===== config.mk =====
export PLATFORM = sky130hd
export DESIGN_NAME = sswd_top
export DESIGN_NICKNAME = d
export VERILOG_FILES = /design/src/core/sswd_pkg.sv /design/src/core/sswd_sync.sv /design/src/core/sswd_top.sv
export VERILOG_INCLUDE_DIRS = /design/src /design/src/core
export SDC_FILE = /design/constraint.sdc
export NUM_CORES = 1
export LEC_CHECK = 0
export BUFFER_PORTS_ARGS = -buffer_cell sky130_fd_sc_hd__buf_2
export CAP_MARGIN = 15
export CORE_MARGIN = 5
export CORE_UTILIZATION = 47
export CTS_BUF_LIST = sky130_fd_sc_hd__clkbuf_8
export DETAILED_ROUTE_END_ITERATION = 6
export GPL_ROUTABILITY_DRIVEN = 0
export PLACE_DENSITY_LB_ADDON = 0.08
export RECOVER_POWER = 25
export SETUP_SLACK_MARGIN = 0.2
export SLEW_MARGIN = 10
export SYNTH_ARGS = -nofsm -noshare
export SYNTH_HDL_FRONTEND = slang
export SYNTH_SLANG_ARGS = --single-unit

===== constraint.sdc =====
create_clock -name i_clk -period 2.2 [get_ports i_clk]
set_input_delay 0.22 -clock i_clk [delete_from_list [all_inputs] [get_ports i_clk]]
set_output_delay 0.22 -clock i_clk [all_outputs]
set_load 0.02 [all_outputs]

===== src/core/sswd_regs.svh =====
// Timing constants for the supply supervisor and watchdog.
// Assumes a 200 MHz system clock and a nominal 6.55 kHz slow oscillator.
`ifndef SSWD_REGS_SVH
`define SSWD_REGS_SVH

`define SSWD_CLK_HZ 200000000
`define SSWD_OSC_HZ 6550
`define SSWD_CYC_PER_TICK (`SSWD_CLK_HZ / `SSWD_OSC_HZ)
`define SSWD_RST_MS 50
`define SSWD_RST_LONG_MS 200
`define SSWD_WD_LONG_MS 1600
`define SSWD_WD_FAST_MS 100
`define SSWD_MS_TO_TICKS(ms) (((ms) * `SSWD_OSC_HZ) / 1000)
`define SSWD_CNT_W 16

`endif


===== src/core/sswd_pkg.sv =====
// Types shared by the supply supervisor files.
// Assumes nothing beyond a SystemVerilog compiler.
package sswd_pkg;

  // Gray along low -> stretch -> run
  typedef enum logic [1:0] {
    SSWD_S_LOW     = 2'b00,
    SSWD_S_STRETCH = 2'b01,
    SSWD_S_RUN     = 2'b11
  } sswd_state_t;

  typedef struct packed {
    logic supply_low;
    logic below_backup;
    logic pf_below;
    logic kick;
    logic kick_float;
  } sswd_sense_t;

endpackage


===== src/core/sswd_sync.sv =====
// Two-stage synchroniser for a vector of independent levels.
// Assumes each bit is a slow level; no bus coherence across bits.
`timescale 1ns/1ps
module sswd_sync #(
  parameter int W = 1
) (
  // Clock and reset
  input wire logic i_clk,
  input wire logic i_rst,
  // Levels
  input wire logic [W-1:0] i_d,
  output logic [W-1:0] o_q
);
  logic [W-1:0] meta_r;

  always_ff @(posedge i_clk or posedge i_rst) begin
    if (i_rst) begin
      meta_r <= '0;
      o_q <= '0;
    end else begin
      meta_r <= i_d;
      o_q <= meta_r;
    end
  end
endmodule


===== src/core/sswd_top.sv =====
// Supply supervisor with reset stretch, watchdog, power-fail and CS gating.
// Assumes comparator results arrive as digital levels; slow oscillator derived from i_clk.
//
// What this block does
// - Reset output held low while supply is below threshold.
// - Reset stays low 50ms after supply recovers, 200ms on long variant.
// - Active-high reset output is always the inverse of active-low reset.
// - Power-fail flag low whenever power-fail sense is below reference.
// - Gated chip-select follows input when supply good, forced high otherwise.
// - Supply-low output low whenever supply is below reset threshold.
// - No kick for a full period gives a 50ms reset pulse, 200ms on long variant.
// - Without kicks, a new reset pulse follows every watchdog period.
// - Watchdog-expired output goes low on expiry until next kick.
// - Floating kick input disables the watchdog completely.
// - Backup-active output high while supply comes from backup.
// - Below backup supply, power-fail flag forced low.
// - Watchdog-expired output set high while supply-low is asserted.
// - Chip-select output forced high while supply below backup.
// - Long watchdog period after reset until the first kick.
`timescale 1ns/1ps
`include "sswd_regs.svh"
module sswd_top
  import sswd_pkg::*;
#(
  parameter int CYC_PER_TICK = `SSWD_CYC_PER_TICK,
  parameter int RST_TICKS = `SSWD_MS_TO_TICKS(`SSWD_RST_MS),
  parameter int RST_LONG_TICKS = `SSWD_MS_TO_TICKS(`SSWD_RST_LONG_MS),
  parameter int WD_LONG_TICKS = `SSWD_MS_TO_TICKS(`SSWD_WD_LONG_MS),
  parameter int WD_FAST_TICKS = `SSWD_MS_TO_TICKS(`SSWD_WD_FAST_MS)
) (
  // Clock and reset
  input wire logic i_clk,
  input wire logic i_rst,
  // Comparator results
  input wire logic i_supply_low,
  input wire logic i_below_backup,
  input wire logic i_pf_below,
  // Watchdog
  input wire logic i_watchdog_kick,
  input wire logic i_kick_float,
  // Configuration straps
  input wire logic i_timebase_input,
  input wire logic i_long_delay,
  // Chip-select gating
  input wire logic i_cs_n,
  output logic o_cs_n,
  // Processor side outputs
  output logic o_reset_n,
  output logic o_reset,
  output logic o_power_fail_flag_n,
  output logic o_supply_low_n,
  output logic o_watchdog_expired_n,
  output logic o_backup_active
);
  localparam int CW = `SSWD_CNT_W;
  localparam int TW = $clog2(CYC_PER_TICK + 1);

  sswd_sense_t sense_raw;
  sswd_sense_t sense_s;
  sswd_state_t state_r;
  sswd_state_t state_nxt;
  logic [TW-1:0] div_r;
  logic tick;
  logic [CW-1:0] st_cnt_r;
  logic [CW-1:0] wd_cnt_r;
  logic [CW-1:0] rst_end;
  logic [CW-1:0] wd_end;
  logic kick_prev_r;
  logic kick_edge;
  logic long_mode_r;
  logic wd_expire;
  logic stretch_done;

  assign sense_raw = '{
    supply_low: i_supply_low,
    below_backup: i_below_backup,
    pf_below: i_pf_below,
    kick: i_watchdog_kick,
    kick_float: i_kick_float
  };

  sswd_sync #(
    .W($bits(sswd_sense_t))
  ) u_sync (
    .i_clk(i_clk),
    .i_rst(i_rst),
    .i_d(sense_raw),
    .o_q(sense_s)
  );

  always_ff @(posedge i_clk or posedge i_rst) begin
    if (i_rst) begin
      kick_prev_r <= 1'b0;
    end else begin
      kick_prev_r <= sense_s.kick;
    end
  end

  assign kick_edge = (sense_s.kick != kick_prev_r) && !sense_s.kick_float;

  always_ff @(posedge i_clk or posedge i_rst) begin
    if (i_rst) begin
      div_r <= '0;
    end else if (div_r == TW'(CYC_PER_TICK - 1)) begin
      div_r <= '0;
    end else begin
      div_r <= div_r + TW'(1);
    end
  end

  assign tick = (div_r == TW'(CYC_PER_TICK - 1));

  // Straps are levels; end tests use >= so a shorter period chosen mid-count cannot overrun
  assign rst_end = i_long_delay ? CW'(RST_LONG_TICKS - 1) : CW'(RST_TICKS - 1);
  assign wd_end = (long_mode_r || i_timebase_input) ? CW'(WD_LONG_TICKS - 1)
                                                    : CW'(WD_FAST_TICKS - 1);

  assign stretch_done = tick && (st_cnt_r >= rst_end);

  assign wd_expire = (state_r == SSWD_S_RUN) && !sense_s.supply_low && !sense_s.kick_float &&
                     !kick_edge && tick && (wd_cnt_r >= wd_end);

  always_comb begin
    state_nxt = state_r;
    unique case (state_r)
      SSWD_S_LOW: begin
        if (!sense_s.supply_low) begin
          state_nxt = SSWD_S_STRETCH;
        end
      end
      SSWD_S_STRETCH: begin
        if (sense_s.supply_low) begin
          state_nxt = SSWD_S_LOW;
        end else if (stretch_done) begin
          state_nxt = SSWD_S_RUN;
        end
      end
      SSWD_S_RUN: begin
        if (sense_s.supply_low) begin
          state_nxt = SSWD_S_LOW;
        end else if (wd_expire) begin
          state_nxt = SSWD_S_STRETCH;
        end
      end
      default: begin
        state_nxt = SSWD_S_LOW;
      end
    endcase
  end

  always_ff @(posedge i_clk or posedge i_rst) begin
    if (i_rst) begin
      state_r <= SSWD_S_LOW;
    end else begin
      state_r <= state_nxt;
    end
  end

  always_ff @(posedge i_clk or posedge i_rst) begin
    if (i_rst) begin
      st_cnt_r <= '0;
    end else if (state_r != SSWD_S_STRETCH) begin
      st_cnt_r <= '0;
    end else if (tick) begin
      st_cnt_r <= st_cnt_r + CW'(1);
    end
  end

  always_ff @(posedge i_clk or posedge i_rst) begin
    if (i_rst) begin
      wd_cnt_r <= '0;
    end else if (state_r != SSWD_S_RUN || sense_s.kick_float || kick_edge) begin
      wd_cnt_r <= '0;
    end else if (tick) begin
      wd_cnt_r <= (wd_cnt_r >= wd_end) ? '0 : wd_cnt_r + CW'(1);
    end
  end

  always_ff @(posedge i_clk or posedge i_rst) begin
    if (i_rst) begin
      long_mode_r <= 1'b1;
    end else if (state_r != SSWD_S_RUN) begin
      long_mode_r <= 1'b1;
    end else if (kick_edge) begin
      long_mode_r <= 1'b0;
    end
  end

  always_ff @(posedge i_clk or posedge i_rst) begin
    if (i_rst) begin
      o_reset_n <= 1'b0;
      o_reset <= 1'b1;
    end else begin
      o_reset_n <= (state_nxt == SSWD_S_RUN);
      o_reset <= (state_nxt != SSWD_S_RUN);
    end
  end

  // expiry flag; clears win since expiry cannot coincide
  always_ff @(posedge i_clk or posedge i_rst) begin
    if (i_rst) begin
      o_watchdog_expired_n <= 1'b1;
    end else if (sense_s.supply_low || sense_s.kick_float || kick_edge) begin
      o_watchdog_expired_n <= 1'b1;
    end else if (wd_expire) begin
      o_watchdog_expired_n <= 1'b0;
    end
  end

  always_ff @(posedge i_clk or posedge i_rst) begin
    if (i_rst) begin
      o_power_fail_flag_n <= 1'b0;
    end else begin
      o_power_fail_flag_n <= !(sense_s.pf_below || sense_s.below_backup);
    end
  end

  // chip-select gate; costs one cycle of latency
  always_ff @(posedge i_clk or posedge i_rst) begin
    if (i_rst) begin
      o_cs_n <= 1'b1;
    end else begin
      o_cs_n <= i_cs_n || sense_s.supply_low || sense_s.below_backup;
    end
  end

  always_ff @(posedge i_clk or posedge i_rst) begin
    if (i_rst) begin
      o_supply_low_n <= 1'b0;
      o_backup_active <= 1'b0;
    end else begin
      o_supply_low_n <= !sense_s.supply_low;
      o_backup_active <= sense_s.below_backup;
    end
  end
endmodule


# Word-level counts from Yosys, hierarchy flattened
# Cells that the tools add are included.
# W data, S select, Z words.
# classes
addsub,3
order_cmp,2
eq_ne,8
mux,18
n_reduce_logical,24
# ops
operator,count
$mux W16,5
$add A16 B1 Y16 const B,2
$ge A16 B11 Y1,1
$ge A16 B14 Y1,1
$add A15 B1 Y15 const B,1
$eq A15 B15 Y1 const B,1
$mux W15,1
$mux W14,1
$mux W11,1
$mux W2,5
$logic_or A1 B1 Y1,8
$reduce_bool A2 Y1,4
$logic_and A1 B1 Y1,7
$pmux W2 S3,1
$eq A2 B2 Y1 const B,2
$logic_not A1 Y1,4
$mux W1,4
$ne A2 B2 Y1 const B,2
$eq A2 B1 Y1 const B,1
$logic_not A2 Y1,1
$ne A2 B1 Y1 const B,1
$ne A1 B1 Y1,1
# word_totals
register_bits,68
input_bits,10
output_inout_bits,7
word_cells,70

# Longest topological paths before layout
# logic_depth
ltp_word,10
depth_mapped,9
mapped_depth_nobuf,8

# By module
# Synthesis repeated with hierarchy kept, for this count alone.
# unflattened
hier_cells,343
hier_area_um2,3417.0
# modules_own_cells
mod,instances,cells_per_inst,area_each_um2,seq_area_each_um2
sswd_top,1,332,3163.0,1456.4
sswd_sync,1,11,254.0,250.2

# Least setup slack after synthesis
# Ideal clock, no wire load.
# synth_path
kind,register -> register
start,reg long_mode_r
end,reg wd_cnt_r[10]
setup_ns,0.086
arrival_time_ns,2.255
required_time_ns,2.114
slack_ns,-0.142
stages_incl_launch_ff,10
path_buffers,1
synth_period_minus_slack_ns,2.342
cell_sequence,dfstp_2 -> nor2_1 -> inv_2 -> ha_1 -> a211oi_1 -> o21ai_0 -> a2111oi_1 -> a211oi_1 -> buf_4 -> nor3_1
# synth_via
elab_chain_len,6
# synth_lines
item,line_no,source
"start, declared",sswd_top.sv:70,logic long_mode_r;
"start signal, assigned",sswd_top.sv:181,long_mode_r <= 1'b1;
"start signal, assigned",sswd_top.sv:183,long_mode_r <= 1'b1;
"start signal, assigned",sswd_top.sv:185,long_mode_r <= 1'b0;
$logic_or A1 B1 Y1,sswd_top.sv:115,assign wd_end = (long_mode_r || i_timebase_input) ? CW'(WD_LONG_TICKS - 1)
$mux W14,sswd_top.sv:115,
$ge A16 B14 Y1,sswd_top.sv:175,wd_cnt_r <= (wd_cnt_r >= wd_end) ? '0 : wd_cnt_r + CW'(1);
$mux W16,sswd_top.sv:175,
$mux W16,sswd_top.sv:174,end else if (tick) begin
$mux W16,sswd_top.sv:172,end else if (state_r != SSWD_S_RUN || sense_s.kick_float || kick_edge) begin
"end signal, assigned",sswd_top.sv:175,
"end, declared",sswd_top.sv:65,logic [CW-1:0] wd_cnt_r;
# No other way between the ends. The select of a mux whose other input is x is not followed.
# A chain may end at the register's enable or synchronous reset.

# Worst setup path after layout
# layout_path
start,reg long_mode_r
end,reg o_reset
# layout_via
elab_chain_len,8
# layout_lines
item,line_no,source
$logic_or A1 B1 Y1,sswd_top.sv:115,
$mux W14,sswd_top.sv:115,
$ge A16 B14 Y1,sswd_top.sv:121,!kick_edge && tick && (wd_cnt_r >= wd_end);
$logic_and A1 B1 Y1,sswd_top.sv:121,
$mux W2,sswd_top.sv:141,end else if (wd_expire) begin
$mux W2,sswd_top.sv:139,if (sense_s.supply_low) begin
$pmux W2 S3,sswd_top.sv:125,unique case (state_r)
$ne A2 B2 Y1,sswd_top.sv:195,o_reset <= (state_nxt != SSWD_S_RUN);
"end signal, assigned",sswd_top.sv:195,
"end, declared",sswd_top.sv:49,"output logic o_reset,"
# No other way between the ends.

==> reports/results.ini <==
[logic_synthesis]
synth_compound_area_frac = 0.0844
synth-xor-area-share = 0.101
synth_top_family_by_area = simple AND/OR/NAND/NOR gates
synth_nets = 348
synth_edf_count = 0
syn_area_per_cell_um2 = 10.3
muxShareOfSynthArea = 0
netlist_area_um2 = 3370
synth-adder-area-share = 0.0446
ys_ff_latch = 68
yosysWarnings = 0
synth_cell_types = 47
synth_seq_area_share = 0.507
yosys.area_share.simple = 0.228
syn_inst = 326
async_flop_share = 1.00
synthFlopType = dfrtp_1

[global_routing]
antenna_found_initial = 0
grt.total_usage = 0.190
first_global_vias = 2664
grt_pass1_wl_um = 13200
grt.overflow.total = 0
grt_max_degree = 35

[timing]
skew_ns = 0.00741
hold_violations = 0
post-route-min-period_ns = 2.23
fmax_ghz = 0.449
tightestPinTransition_ns = 0.978
grt_setup_unrepaired = yes
fin_tns_setup_ns = -0.0284
timing.final.ws_setup_ns = -0.0283
slew_viol_final = 0
setup_viol = 2
maxSlewHeadroom = 0.342
fin_crit_sh = 1.01

[clock_network]
cts_htree_levels = 3
cts_buffers = 9
clockBufferDepth = 2
tritoncts = done
clk_pin_slew_ns = 0.08
clk_latency_ns = 0.35
cts.sink_count = 68
ctsRootBufferMaster = clkbuf_8

[final_layout]
drive_above_1_share = 0.290
fillCellCount = 559
syn_to_final_growth_pct = 30.4
seq_area_um2 = 1710
post-route-util = 0.639
antenna_cells = 0
final_net_count = 406
multi_input_area_um2 = 1810

[placement]
port_buffers = 16
dp_hpwl_um = 4940

[pwr]
leakage_nw = 1.83
total_power_mw = 2.55
vdd_ir_drop_max_mv = 0.378
p_per_area_nw_per_um2 = 582

[floorplan]
core_um2 = 6870
io_pins = 17
die_w_um = 94.6
die_y_um = 94.6
core.rowCount = 30
initial_core_util = 0.490
die-area_um2 = 8960

[route]
wire_per_inst_um = 15.7
drt_iter0_markers = 93
ant_nets = 0
wirelength_um = 7610
firstDrtPassIters = 4
drc = 0
vias = 2641
vias_per_cell = 5.45

[setup_path]
path_class = register to register
worstPathRequired_ns = 2.48
worstPathMaxFanout = 4
end_kind = register
critPathArrivalTime_ns = 2.51
startpoint_type = register

[min_path]
min_path_type = primary input to register

[job]
drv_cap = 0

[run_status]
status = complete, but fails checks
violations = setup timing

==> Yosys cell counts (7+ instances only) <==
library cell / n / area share
inv_1: 15 / 0.017
nand4_1: 8 / 0.015
nand3_1: 24 / 0.036
clkbuf_1: 7 / 0.0078
ha_1: 12 / 0.045
nor2_1: 35 / 0.039
nor4_1: 8 / 0.015
xnor2_1: 24 / 0.062
xor2_1: 15 / 0.039
a21oi_1: 9 / 0.013
nand2_1: 22 / 0.025
a211oi_1: 8 / 0.018
dfrtp_1: 64 / 0.48
nor3_1: 23 / 0.034
==> cell families (layout without fill, tap and decap cells) <==
group | after synthesis | count (layout)
adder cells (fa/ha/maj) | 12 | 12
AND/OR/NAND/NOR | 143 | 145
flip-flops | 68 | 68
buffers and inverters | 26 | 87
XOR/XNOR | 39 | 39
AO/OA/AOI/OAI | 38 | 38
==> placed cells by master (no fill, tap or decap), types with 4 or more instances in the layout <==
| cell | instances |
|---|---|
| dfstp_2 | 4 |
| xor2_1 | 15 |
| xnor2_1 | 21 |
| o21ai_0 | 4 |
| inv_1 | 15 |
| nand3_1 | 23 |
| buf_2 | 16 |
| dfrtp_1 | 64 |
| nand2_1 | 22 |
| nor3_1 | 9 |
| buf_6 | 4 |
| buf_4 | 25 |
| dlygate4sd3_1 | 6 |
| clkbuf_8 | 10 |
| nor2_1 | 34 |
| nor4_1 | 6 |
| nand4_1 | 8 |
| nor3_2 | 13 |
| ha_1 | 10 |
| a21oi_1 | 8 |
==> power by group <==
group	internal, mW	leakage [nW]	switching [mW]
logic	0.0296	0.823	0.0510
clock network	0.681	0.117	0.519
registers	1.26	0.889	0.00890
total	1.97	1.83	0.579
==> per-layer routing <==
layer	share of wire	vias up	wire, µm	global-route usage
li1	-	1280	-	-
met1	0.46	1307	3520	0.252
met2	0.49	47	3710	0.309
met3	0.041	7	315	0.0406
met4	0.0083	0	63	0.0649
met5	0	-	0	0
==> metrics by stage <==
step / std cells / worst slack [ns] / hold WS (ns) / instance area [µm²]
floorplan: 326 / 0.157 / 0.251 / 3480
global placement: 448 / 0.0730 / 0.260 / 3810
detailed placement: 448 / 0.0214 / 0.275 / 3810
CTS: 480 / -0.000717 / 0.0387 / 4270
global route: 485 / -0.148 / 0.0649 / 4390
finish: 485 / -0.0283 / 0.0595 / 4390
==> worst paths after layout <==
| check | start | end | slack (ns) | cells after the start |
|---|---|---|---|---|
| setup / recovery | long_mode_r$_DFFE_PP1P_ | o_reset$_DFF_PP1_ | -0.03 | 9 |
| hold / removal | i_cs_n | o_cs_n$_DFF_PP1_ | 0.06 | 2 |
| setup reg to reg | long_mode_r$_DFFE_PP1P_ | o_reset$_DFF_PP1_ | -0.03 | 9 |
| hold reg to reg | u_sync.meta_r[0]$_DFF_PP0_ | u_sync.o_q[0]$_DFF_PP0_ | 0.35 | 0 |
| max in group asynchronous | i_rst | wd_cnt_r[10]$_DFFE_PP0P_ | 0.89 | 4 |
| min in group asynchronous | i_rst | div_r[6]$_DFF_PP0_ | 0.61 | 3 |
==> critical path, cell delays in order (launching register included) <==
cell	delay [ns]
dfstp_2	0.55
nor2_4	0.04
inv_2	0.07
ha_4	0.20
a211oi_2	0.19
o21ai_2	0.10
a2111oi_4	0.39
buf_4	0.21
a211oi_4	0.07
o31a_1	0.33
==> cell type report <==
| class | instances | area share |
|---|---|---|
| Inverter | 16 | 0.0137 |
| Tap cell | 96 | 0.0274 |
| Timing Repair Buffer | 55 | 0.104 |
| Clock inverter | 6 | 0.0217 |
| Multi-Input combinational cell | 234 | 0.413 |
| Sequential cell | 68 | 0.389 |
| Clock buffer | 10 | 0.0314 |
==> sequential cells by signal, summed over array words and instances, names as in the netlist <==
register / cells
o_supply_low_n: 1
kick_prev_r: 1
o_reset: 1
o_power_fail_flag_n: 1
wd_cnt_r: 16
u_sync.o_q: 5
div_r: 15
o_cs_n: 1
o_backup_active: 1
o_reset_n: 1
o_watchdog_expired_n: 1
u_sync.meta_r: 5
st_cnt_r: 16
long_mode_r: 1
state_r: 2
==> timing repair <==
action,in CTS,in global routing
setup buffers,7,5
hold buffers,6,0
setup endpoints to repair,26,35
gates resized for setup,14,17
hold endpoints to repair,22,0
pin swaps,21,12
cloned,3,0
(Power assumes the default switching activity.)
